## config.mk

```make
export PLATFORM = sky130hd
export DESIGN_NAME = bfci_host
export DESIGN_NICKNAME = d
export VERILOG_FILES = /design/src/bfci_host.v
export VERILOG_INCLUDE_DIRS = /design/src /design/src/inc
export SDC_FILE = /design/constraint.sdc
export NUM_CORES = 1
export LEC_CHECK = 0
export BUFFER_PORTS_ARGS = -buffer_cell sky130_fd_sc_hd__buf_2
export CELL_PAD_IN_SITES_DETAIL_PLACEMENT = 0
export CELL_PAD_IN_SITES_GLOBAL_PLACEMENT = 1
export CORE_MARGIN = 8
export CORE_UTILIZATION = 40
export DETAILED_ROUTE_END_ITERATION = 16
export PLACE_DENSITY_LB_ADDON = 0.1
export SLEW_MARGIN = 5
export SYNTH_ARGS = -nofsm -noshare
export SYNTH_HDL_FRONTEND = slang
export SYNTH_SLANG_ARGS = --single-unit
```

## constraint.sdc

```tcl
create_clock -name i_mclk -period 2.6 [get_ports i_mclk]
set_clock_uncertainty 0.2 [all_clocks]
set_input_delay 0.26 -clock i_mclk [delete_from_list [all_inputs] [get_ports i_mclk]]
set_output_delay 0.26 -clock i_mclk [all_outputs]
set_load 0.005 [all_outputs]
```

## src/inc/bfci_consts.vh

```
`ifndef BFCI_CONSTS_VH
`define BFCI_CONSTS_VH

// register byte offsets
`define BFCI_OFS_CMD 8'h00
`define BFCI_OFS_ADDR 8'h04
`define BFCI_OFS_CTRL 8'h08
`define BFCI_OFS_STATUS 8'h0c
`define BFCI_OFS_RDATA 8'h10

// cmd fields
`define BFCI_CMD_READ_BIT 8
// ctrl fields
`define BFCI_CTRL_PDOWN_BIT 0
`define BFCI_CTRL_WAITRDY_BIT 1
// status fields
`define BFCI_ST_BUSY_BIT 0
`define BFCI_ST_READY_BIT 1
`define BFCI_ST_WAKE_BIT 2
`define BFCI_ST_OVALID_BIT 3
`define BFCI_ST_PDOWN_BIT 4

// widths
`define BFCI_ADDR_W 21
`define BFCI_DATA_W 8

// axi responses
`define BFCI_RESP_OKAY 2'h0
`define BFCI_RESP_SLVERR 2'h2

// clock period and times in ns
`define BFCI_CLK_NS 100
`define BFCI_T_SETUP_NS 50
`define BFCI_T_WP_NS 70
`define BFCI_T_ACC_NS 150
`define BFCI_T_RECOV_NS 50
`define BFCI_T_PHQV_NS 400
`define BFCI_T_PHEL_NS 1000

// derived cycle counts, least times round up, at least one
`define BFCI_CYC(ns) (((ns) + `BFCI_CLK_NS - 1) / `BFCI_CLK_NS)
`define BFCI_SETUP_CYC `BFCI_CYC(`BFCI_T_SETUP_NS)
`define BFCI_WP_CYC `BFCI_CYC(`BFCI_T_WP_NS)
`define BFCI_ACC_CYC `BFCI_CYC(`BFCI_T_ACC_NS)
`define BFCI_RECOV_CYC `BFCI_CYC(`BFCI_T_RECOV_NS)
`define BFCI_OVALID_CYC `BFCI_CYC(`BFCI_T_PHQV_NS)
`define BFCI_WAKE_CYC `BFCI_CYC(`BFCI_T_PHEL_NS)

`endif

```

## src/bfci_host.v

```verilog
// The AXI4-Lite register port and the placing of the registers were left to the implementer.
`timescale 1ns/1ps
`include "bfci_consts.vh"

module bfci_host (
  // clock and reset
  input wire i_mclk,
  input wire i_reset_n,
  // axi4-lite write address
  input wire i_s_axi_awvalid,
  output reg o_s_axi_awready_ff,
  input wire [7:0] i_s_axi_awaddr,
  // axi4-lite write data
  input wire i_s_axi_wvalid,
  output reg o_s_axi_wready_ff,
  input wire [31:0] i_s_axi_wdata,
  input wire [3:0] i_s_axi_wstrb,
  // axi4-lite write response
  output reg o_s_axi_bvalid_ff,
  input wire i_s_axi_bready,
  output reg [1:0] o_s_axi_bresp_ff,
  // axi4-lite read address
  input wire i_s_axi_arvalid,
  output reg o_s_axi_arready_ff,
  input wire [7:0] i_s_axi_araddr,
  // axi4-lite read data
  output reg o_s_axi_rvalid_ff,
  input wire i_s_axi_rready,
  output reg [31:0] o_s_axi_rdata_ff,
  output reg [1:0] o_s_axi_rresp_ff,
  // flash pins
  output reg [`BFCI_ADDR_W-1:0] o_address_lines_ff,
  output reg [`BFCI_DATA_W-1:0] o_data_lines_ff,
  output reg o_data_lines_oe_ff,
  input wire [`BFCI_DATA_W-1:0] i_data_lines,
  output reg o_chip_select_n_ff,
  output reg o_output_enable_n_ff,
  output reg o_write_strobe_n_ff,
  output reg o_reset_powerdown_n_ff,
  input wire i_ready_busy_out_n
);

  localparam S_IDLE = 3'h0;
  localparam S_SETUP = 3'h1;
  localparam S_STROBE = 3'h2;
  localparam S_HOLD = 3'h3;
  localparam S_RECOV = 3'h4;

  wire [31:0] setup_full = `BFCI_SETUP_CYC;
  wire [31:0] wp_full = `BFCI_WP_CYC;
  wire [31:0] acc_full = `BFCI_ACC_CYC;
  wire [31:0] recov_full = `BFCI_RECOV_CYC;
  wire [31:0] ovalid_full = `BFCI_OVALID_CYC;
  wire [31:0] wake_full = `BFCI_WAKE_CYC;

  reg [2:0] state_ff;
  reg [7:0] cnt_ff;
  reg cur_read_ff;
  reg [`BFCI_DATA_W-1:0] rdata_ff;
  reg [8:0] cmd_ff;
  reg [`BFCI_ADDR_W-1:0] addr_ff;
  reg pdown_ff;
  reg wait_rdy_ff;
  reg cmd_pend_ff;
  reg [11:0] wake_cnt_ff;
  reg [11:0] ovalid_cnt_ff;
  reg aw_hold_ff;
  reg w_hold_ff;
  reg [7:0] awaddr_ff;
  reg [31:0] wdata_ff;
  reg [3:0] wstrb_ff;

  wire wake_done = (wake_cnt_ff == 12'h000);
  wire ovalid_done = (ovalid_cnt_ff == 12'h000);
  wire dev_ready = i_ready_busy_out_n;
  wire busy = cmd_pend_ff || (state_ff != S_IDLE);
  wire want_read = cmd_ff[`BFCI_CMD_READ_BIT];
  // no cycle while in power-down; reads after reset delay, writes after wake delay
  wire read_ok = ovalid_done;
  // optional wait on ready pin before writes
  wire write_ok = wake_done && (!wait_rdy_ff || dev_ready);
  wire start = cmd_pend_ff && (state_ff == S_IDLE) && !pdown_ff && o_reset_powerdown_n_ff &&
               (want_read ? read_ok : write_ok);
  wire [31:0] wmask = {{8{wstrb_ff[3]}}, {8{wstrb_ff[2]}}, {8{wstrb_ff[1]}}, {8{wstrb_ff[0]}}};
  wire [31:0] addr_ext = {11'h0, addr_ff};
  wire [31:0] ctrl_ext = {30'h0, wait_rdy_ff, pdown_ff};
  wire [31:0] addr_new = (addr_ext & ~wmask) | (wdata_ff & wmask);
  wire [31:0] ctrl_new = (ctrl_ext & ~wmask) | (wdata_ff & wmask);

  reg [31:0] rd_mux;
  reg rd_err;
  always @* begin
    rd_mux = 32'h00000000;
    rd_err = 1'b0;
    if (i_s_axi_araddr == `BFCI_OFS_CMD) begin
      rd_mux = {23'h0, cmd_ff};
    end else if (i_s_axi_araddr == `BFCI_OFS_ADDR) begin
      rd_mux = addr_ext;
    end else if (i_s_axi_araddr == `BFCI_OFS_CTRL) begin
      rd_mux = ctrl_ext;
    end else if (i_s_axi_araddr == `BFCI_OFS_STATUS) begin
      // status poll: busy, ready pin, delays, power-down
      rd_mux = {27'h0, pdown_ff, ovalid_done, wake_done, dev_ready, busy};
    end else if (i_s_axi_araddr == `BFCI_OFS_RDATA) begin
      rd_mux = {24'h000000, rdata_ff};
    end else begin
      rd_err = 1'b1;
    end
  end

  // axi4-lite write path and register file
  always @(posedge i_mclk or negedge i_reset_n) begin
    if (!i_reset_n) begin
      o_s_axi_awready_ff <= 1'b1;
      o_s_axi_wready_ff <= 1'b1;
      o_s_axi_bvalid_ff <= 1'b0;
      o_s_axi_bresp_ff <= `BFCI_RESP_OKAY;
      aw_hold_ff <= 1'b0;
      w_hold_ff <= 1'b0;
      awaddr_ff <= 8'h00;
      wdata_ff <= 32'h00000000;
      wstrb_ff <= 4'h0;
      cmd_ff <= 9'h000;
      addr_ff <= 21'h0;
      pdown_ff <= 1'b0;
      wait_rdy_ff <= 1'b0;
      cmd_pend_ff <= 1'b0;
    end else begin
      if (start) begin
        cmd_pend_ff <= 1'b0;
      end
      if (o_s_axi_awready_ff && i_s_axi_awvalid) begin
        aw_hold_ff <= 1'b1;
        awaddr_ff <= i_s_axi_awaddr;
        o_s_axi_awready_ff <= 1'b0;
      end
      if (o_s_axi_wready_ff && i_s_axi_wvalid) begin
        w_hold_ff <= 1'b1;
        wdata_ff <= i_s_axi_wdata;
        wstrb_ff <= i_s_axi_wstrb;
        o_s_axi_wready_ff <= 1'b0;
      end
      if (aw_hold_ff && w_hold_ff && !o_s_axi_bvalid_ff) begin
        aw_hold_ff <= 1'b0;
        w_hold_ff <= 1'b0;
        o_s_axi_bvalid_ff <= 1'b1;
        o_s_axi_bresp_ff <= `BFCI_RESP_OKAY;
        if (awaddr_ff == `BFCI_OFS_CMD) begin
          if (busy) begin
            o_s_axi_bresp_ff <= `BFCI_RESP_SLVERR;
          end else if (wstrb_ff[0]) begin
            // one bus cycle per command byte, lock commands included
            cmd_ff <= {(wstrb_ff[1] ? wdata_ff[8] : cmd_ff[8]), wdata_ff[7:0]};
            cmd_pend_ff <= 1'b1;
          end
        end else if (awaddr_ff == `BFCI_OFS_ADDR) begin
          addr_ff <= addr_new[`BFCI_ADDR_W-1:0];
        end else if (awaddr_ff == `BFCI_OFS_CTRL) begin
          pdown_ff <= ctrl_new[`BFCI_CTRL_PDOWN_BIT];
          wait_rdy_ff <= ctrl_new[`BFCI_CTRL_WAITRDY_BIT];
        end else if (awaddr_ff == `BFCI_OFS_STATUS || awaddr_ff == `BFCI_OFS_RDATA) begin
          o_s_axi_bresp_ff <= `BFCI_RESP_OKAY;
        end else begin
          o_s_axi_bresp_ff <= `BFCI_RESP_SLVERR;
        end
      end
      if (o_s_axi_bvalid_ff && i_s_axi_bready) begin
        o_s_axi_bvalid_ff <= 1'b0;
        o_s_axi_awready_ff <= 1'b1;
        o_s_axi_wready_ff <= 1'b1;
      end
    end
  end

  // axi4-lite read path
  always @(posedge i_mclk or negedge i_reset_n) begin
    if (!i_reset_n) begin
      o_s_axi_arready_ff <= 1'b1;
      o_s_axi_rvalid_ff <= 1'b0;
      o_s_axi_rdata_ff <= 32'h00000000;
      o_s_axi_rresp_ff <= `BFCI_RESP_OKAY;
    end else begin
      if (o_s_axi_arready_ff && i_s_axi_arvalid) begin
        o_s_axi_arready_ff <= 1'b0;
        o_s_axi_rvalid_ff <= 1'b1;
        o_s_axi_rdata_ff <= rd_mux;
        o_s_axi_rresp_ff <= rd_err ? `BFCI_RESP_SLVERR : `BFCI_RESP_OKAY;
      end else if (o_s_axi_rvalid_ff && i_s_axi_rready) begin
        o_s_axi_rvalid_ff <= 1'b0;
        o_s_axi_arready_ff <= 1'b1;
      end
    end
  end

  // reset pin and delays after release
  always @(posedge i_mclk or negedge i_reset_n) begin
    if (!i_reset_n) begin
      o_reset_powerdown_n_ff <= 1'b0;
      wake_cnt_ff <= 12'h000;
      ovalid_cnt_ff <= 12'h000;
    end else begin
      // power-down only between bus cycles
      if (pdown_ff && state_ff == S_IDLE) begin
        o_reset_powerdown_n_ff <= 1'b0;
      end else if (!pdown_ff) begin
        o_reset_powerdown_n_ff <= 1'b1;
      end
      if (!o_reset_powerdown_n_ff) begin
        // reload delays while reset pin is low
        wake_cnt_ff <= wake_full[11:0];
        ovalid_cnt_ff <= ovalid_full[11:0];
      end else begin
        if (!wake_done) begin
          wake_cnt_ff <= wake_cnt_ff - 12'h001;
        end
        if (!ovalid_done) begin
          ovalid_cnt_ff <= ovalid_cnt_ff - 12'h001;
        end
      end
    end
  end

  // flash bus cycle sequencer
  always @(posedge i_mclk or negedge i_reset_n) begin
    if (!i_reset_n) begin
      state_ff <= S_IDLE;
      cnt_ff <= 8'h00;
      cur_read_ff <= 1'b0;
      rdata_ff <= 8'h00;
      o_address_lines_ff <= 21'h0;
      o_data_lines_ff <= 8'h00;
      o_data_lines_oe_ff <= 1'b0;
      o_chip_select_n_ff <= 1'b1;
      o_output_enable_n_ff <= 1'b1;
      o_write_strobe_n_ff <= 1'b1;
    end else begin
      case (state_ff)
        S_IDLE: begin
          // deselected when idle, standby with reset high
          o_chip_select_n_ff <= 1'b1;
          o_output_enable_n_ff <= 1'b1;
          o_write_strobe_n_ff <= 1'b1;
          o_data_lines_oe_ff <= 1'b0;
          if (start) begin
            // address driven for reads and writes
            o_address_lines_ff <= addr_ff;
            o_data_lines_ff <= cmd_ff[7:0];
            cur_read_ff <= want_read;
            // host drives data only on writes
            o_data_lines_oe_ff <= !want_read;
            o_chip_select_n_ff <= 1'b0;
            cnt_ff <= setup_full[7:0];
            state_ff <= S_SETUP;
          end
        end
        S_SETUP: begin
          if (cnt_ff == 8'h01) begin
            if (cur_read_ff) begin
              // output enable low only during the read strobe
              o_output_enable_n_ff <= 1'b0;
              cnt_ff <= acc_full[7:0];
            end else begin
              o_write_strobe_n_ff <= 1'b0;
              cnt_ff <= wp_full[7:0];
            end
            state_ff <= S_STROBE;
          end else begin
            cnt_ff <= cnt_ff - 8'h01;
          end
        end
        S_STROBE: begin
          if (cnt_ff == 8'h01) begin
            if (cur_read_ff) begin
              rdata_ff <= i_data_lines;
              o_output_enable_n_ff <= 1'b1;
            end else begin
              // rising strobe edge, address and data still stable
              o_write_strobe_n_ff <= 1'b1;
            end
            state_ff <= S_HOLD;
          end else begin
            cnt_ff <= cnt_ff - 8'h01;
          end
        end
        S_HOLD: begin
          o_chip_select_n_ff <= 1'b1;
          o_data_lines_oe_ff <= 1'b0;
          cnt_ff <= recov_full[7:0];
          state_ff <= S_RECOV;
        end
        S_RECOV: begin
          if (cnt_ff == 8'h01) begin
            state_ff <= S_IDLE;
          end else begin
            cnt_ff <= cnt_ff - 8'h01;
          end
        end
        default: begin
          state_ff <= S_IDLE;
        end
      endcase
    end
  end

endmodule

```

Word-level counts from Yosys, hierarchy flattened
Cells that the tools add are included.
- register bits after elaboration: 186
- latch bits: 0
- bits in writable memories: 0
- ROM bits: 0
- bits of input ports: 68
- output and inout bits: 75
- memories: 0
- $add $sub $neg: 3
- multipliers: 0
- divide/modulo/power cells: 0
- magnitude comparators: 0
- equality and inequality tests: 25
- shift-type cells: 0
- mux-type cells: 66
- bitwise operators: 9
- reduce and logical (&&, ||, !) cells: 46
- operators with widths (operator ; number):
    $mux W12 ; 4
    $mux W8 ; 6
    $and A21 B21 Y21 ; 2
    $mux W1 ; 37
    $eq A8 B4 Y1 const B ; 4
    $mux W32 ; 1
    $pmux W8 S4 ; 1
    $logic_not A12 Y1 ; 2
    $sub A12 B1 Y12 const B ; 2
    $ne A2 B2 Y1 const B ; 11
    $mux W21 ; 1
    $not A21 Y21 ; 1
    $or A21 B21 Y21 ; 1
    $eq A8 B3 Y1 const B ; 2
    $eq A8 B5 Y1 const B ; 2
    $logic_not A8 Y1 ; 2
    $pmux W3 S5 ; 1
    $reduce_and A5 Y1 ; 3
    $mux W2 ; 7
    $reduce_bool A2 Y1 ; 7
    $logic_and A1 B1 Y1 ; 13
    $mux W3 ; 4
    $reduce_and A4 Y1 ; 3
    $reduce_and A3 Y1 ; 3
    18 further kinds ; 29

Logic depth before layout (Yosys ltp)
- depth after elaboration: 10
- mapped depth: 9

Worst setup path after synthesis
Ideal clock, no wire load.
- path type: register to register
- start point: reg cnt_ff[3]
- end point: reg rdata_ff[0]
- arrival: 2232 ps
- path slack: 43 ps
- cell stages (with the launch flop): 7
- buffers on the path: 2
- cell sequence: dfrtp_1 -> or4_1 -> buf_2 -> or3_4 -> or3b_1 -> buf_6 -> mux2_4
- word-level cells in the longest chain between the ends: 2
- RTL lines (what ; RTL line ; text):
    start, declared ; bfci_host.v:57 ; reg [7:0] cnt_ff;
    start signal, assigned ; bfci_host.v:252 ; cnt_ff <= setup_full[7:0];
    start signal, assigned ; bfci_host.v:261 ; cnt_ff <= acc_full[7:0];
    start signal, assigned ; bfci_host.v:264 ; cnt_ff <= wp_full[7:0];
    $eq A8 B1 Y1 ; bfci_host.v:272 ; if (cnt_ff == 8'h01) begin
    $reduce_and A3 Y1 (no line) ; -- ;
    end signal, assigned ; bfci_host.v:274 ; rdata_ff <= i_data_lines;
    end, declared ; bfci_host.v:59 ; reg [`BFCI_DATA_W-1:0] rdata_ff;
Every way passes these cells.
A chain may end at the register's enable or synchronous reset.

Worst setup path in the final report
- start point: reg cnt_ff[3]
- end point: reg rdata_ff[4]
Same word-level chain as after synthesis.

==> results_dict.tcl <==
set metrics [dict create \
    drv_slew 0 \
    ctsLongestPathBuffers 2 \
    synth_top_family_by_area "simple AND/OR/NAND/NOR gates" \
    drive_gt1_share_pct 32.00 \
    pwr_density_cell_nw_per_um2 666.5 \
    htreeDepth 4 \
    r2r-start "cnt_ff[3]$_DFFE_PN0P_" \
    setup_violations 0 \
    drt_iter0_drc 274 \
    grt_pass1_vias 6159 \
    ant_nets 0 \
    pwr-share-clk_pct 38.8 \
    route.detailed.wl_per_inst_um 17.26 \
    hp-start "i_s_axi_araddr[6]" \
    finalWorstSetupSlack_ps 66.57 \
    grt_usage_pct 17.18 \
    synthMuxAreaShare_pct 12.18 \
    seq_area_frac_synth_pct 55.89 \
    endpoint_kind "flip-flop" \
    tns_ps 0 \
    syn_to_final_growth_pct 29.08 \
    diodes 0 \
    post-route-period-util_pct 97.44 \
    worst_slew_pin_slew_ps 743.7 \
    reg2reg_depth 5 \
    fmax_ghz 0.3947 \
    antenna_found_initial 0 \
    dp_hpwl_um 14060 \
    overflow 0 \
    fin_crit_ps 2533 \
    p_switching_mw 1.782 \
    die_w_um 155.3 \
    required_ps 2700 \
    post_synth_num_cell_types 62 \
    syn_inst 693 \
    drtPass1Iterations 4 \
    vias 5843 \
    insertion_delay_ps 430 \
    rows 51 \
    place_ws_ps 21.06 \
    ys.flop_type "dfrtp_1" \
    synth-simple-area-share_pct 14.32 \
    clock_sinks 173 \
    drv_cap 0 \
    cts.reportedPaths.clkPinSlew_ps 70 \
    rrSetupSlack_ps 70 \
    p_sw_share_pct 26.70 \
    hold_end "o_s_axi_rdata_ff[4]$_DFFE_PN0P_" \
    hold_path.class "primary input to flip-flop" \
    status "finished clean" \
    synth-xor-area-share_pct 1.355 \
    place.gp.congestion 0.8023 \
    synth_area_um2 7759 \
    root_buffer "clkbuf_16" \
    die-height_um 155.3 \
    die_area_um2 24110 \
    relSlewSlack_pct 49.77 \
    path_class "flip-flop to flip-flop" \
    yosys_warnings 0 \
    leakagePower_nw 4.893 \
    r2r_end "rdata_ff[4]$_DFFE_PN0P_" \
    internal-power_mw 4.892 \
    pwr-share-seq_pct 49.7 \
    startpoint_type "flip-flop" \
    avgSynthCellArea_um2 11.20 \
    cts_tree "yes" \
    initial_utilization_pct 40.26 \
    drc 0 \
    synth-compound-area-share_pct 11.18 \
    ios 143 \
    worstPathArrival_ps 2640 \
    cts_made_buffers 17 \
    critical_path.max_fanout 8 \
    grt_pass1_wl_um 32740 \
    nets 964 \
    drt-vias-per-instance 5.003 \
    synthArstFlopShare_pct 100.0 \
    ys_ff_latch 173 \
    ir_drop_uv 390.6 \
    synth_edf_count 0 \
    p_comb_share_pct 11.5 \
    rsz0062_at_grt "false" \
    core_um2 19270 \
    grt_max_degree 68 \
    wl_um 20160 \
    hold_viol_final 0 \
    port_buffers 117 \
    hold_depth 3 \
    synth-adder-area-share_pct 0.9676 \
]
cell usage in the layout (no fill, tap or decap), drive strengths merged, types with 18 or more instances in the layout:
cell type / netlist / final
a21oi: 28 / 28
nand2: 117 / 117
inv: 22 / 29
mux2: 73 / 73
dlygate4sd3: 0 / 48
dfrtp: 167 / 167
buf: 24 / 162
o21ai: 30 / 30
nor2: 19 / 19
clkbuf: 20 / 18
metrics by stage:
| stage | total power [mW] | cell area (um^2) | hold slack (ps) | utilization (%) | cells |
|---|---|---|---|---|---|
| after global routing | 6.997 | 10010 | 65.11 | 51.97 | 1168 |
| after global placement | 4.037 | 8840 | 122.1 | 45.87 | 1084 |
| after floorplan | 3.768 | 7804 | -235.6 | - | 705 |
| after CTS | 6.773 | 9935 | 33.60 | 51.55 | 1164 |
| after detailed placement | 4.077 | 8840 | 126.9 | 45.87 | 1084 |
| final | 6.674 | 10010 | 64.63 | 51.97 | 1168 |
Yosys cell counts (all sizes together), types with 3 or more instances:
cell type  count  area share, %
a211oi         3           0.29
a21boi         8           0.77
a21o           5           0.48
a21oi         28            1.8
a22o          13            1.5
a22oi          3           0.35
a31oi          3           0.24
and2          13            1.0
buf           24            2.0
clkbuf        20           0.97
dfrtp        167             54
dfstp          6            2.0
ha             6           0.97
inv           22            1.1
mux2          73             11
mux2i          7           0.90
nand2        117            5.7
nand3          8           0.52
nand4          5           0.40
nand4b         3           0.34
nor2          19           0.92
nor2b          9           0.73
nor3          14           0.97
nor4           7           0.56
o21a           4           0.39
o21ai         30            1.9
o21bai         6           0.58
o31ai         13            1.3
or3            8           0.71
or4            8           0.77
xnor2         12            1.4
repair_timing:
action,CTS,global route
hold buffers,48,0
cloned,0,0
hold endpoints to repair,107,0
resized for setup,2,13
setup endpoints to repair,2,28
setup buffers,0,4
pin swaps,0,3
power groups by stage:
| stage | Clock, mW | Sequential [mW] | Combinational, mW |
|---|---|---|---|
| after CTS | 2.68 | 3.31 | 0.780 |
| after global placement | 0 | 3.35 | 0.686 |
| after global routing | 2.77 | 3.37 | 0.856 |
| after floorplan | 0 | 3.29 | 0.482 |
| final | 2.59 | 3.32 | 0.767 |
| after detailed placement | 0 | 3.37 | 0.711 |
critical path: stages, from the launching register on:
cell	delay, ps
dfrtp_1	380
or4_1	590
or3_4	400
or3b_4	390
buf_12	160
mux2_4	290
final cells by class:
cell class,instances,area (um^2)
clock buffers,18,429.2
clock inverters,14,172.7
fillers,1762,9256
inverters,22,82.58
multi-input cells,466,3198
flip-flops and latches,173,4337
well taps,265,331.6
repair buffers,210,1464
per-layer routing:
layer,vias up,track usage (%),share of wire [%]
li1,2803,-,-
met1,2903,21.13,43
met2,115,28.71,51
met3,22,4.716,5.0
met4,0,5.823,1.7
met5,-,0,0
kinds of logic (layout without fill, tap and decap cells):
logic type / count (synthesis) / after routing
fa+ha+maj: 6 / 6
buf+inv: 66 / 264
mux: 81 / 81
compound gates: 128 / 128
simple gates: 226 / 226
other cells: 1 / 13
flops: 173 / 173
xor+xnor: 12 / 12
how the worst max path moves through the flow:
stage	from	endpoint	slack [ps]	cells past startpoint
5_1_grt	awaddr_ff[0]$_DFFE_PN0P_	flip-flop	3	6
3_5_place_dp	ovalid_cnt_ff[1]$_DFFE_PN0P_	o_s_axi_rdata_ff[3]$_DFFE_PN0P_	20	7
6_report	cnt_ff[3]$_DFFE_PN0P_	rdata_ff[4]$_DFFE_PN0P_	70	5
2_1_floorplan	cnt_ff[3]$_DFFE_PN0P_	rdata_ff[0]$_DFFE_PN0P_	40	6
4_1_cts	cnt_ff[1]$_DFFE_PN0P_	rdata_ff[4]$_DFFE_PN0P_	8	7
3_3_place_gp	cnt_ff[1]$_DFFE_PN0P_	rdata_ff[0]$_DFFE_PN0P_	40	7
(Power assumes the default switching activity.)
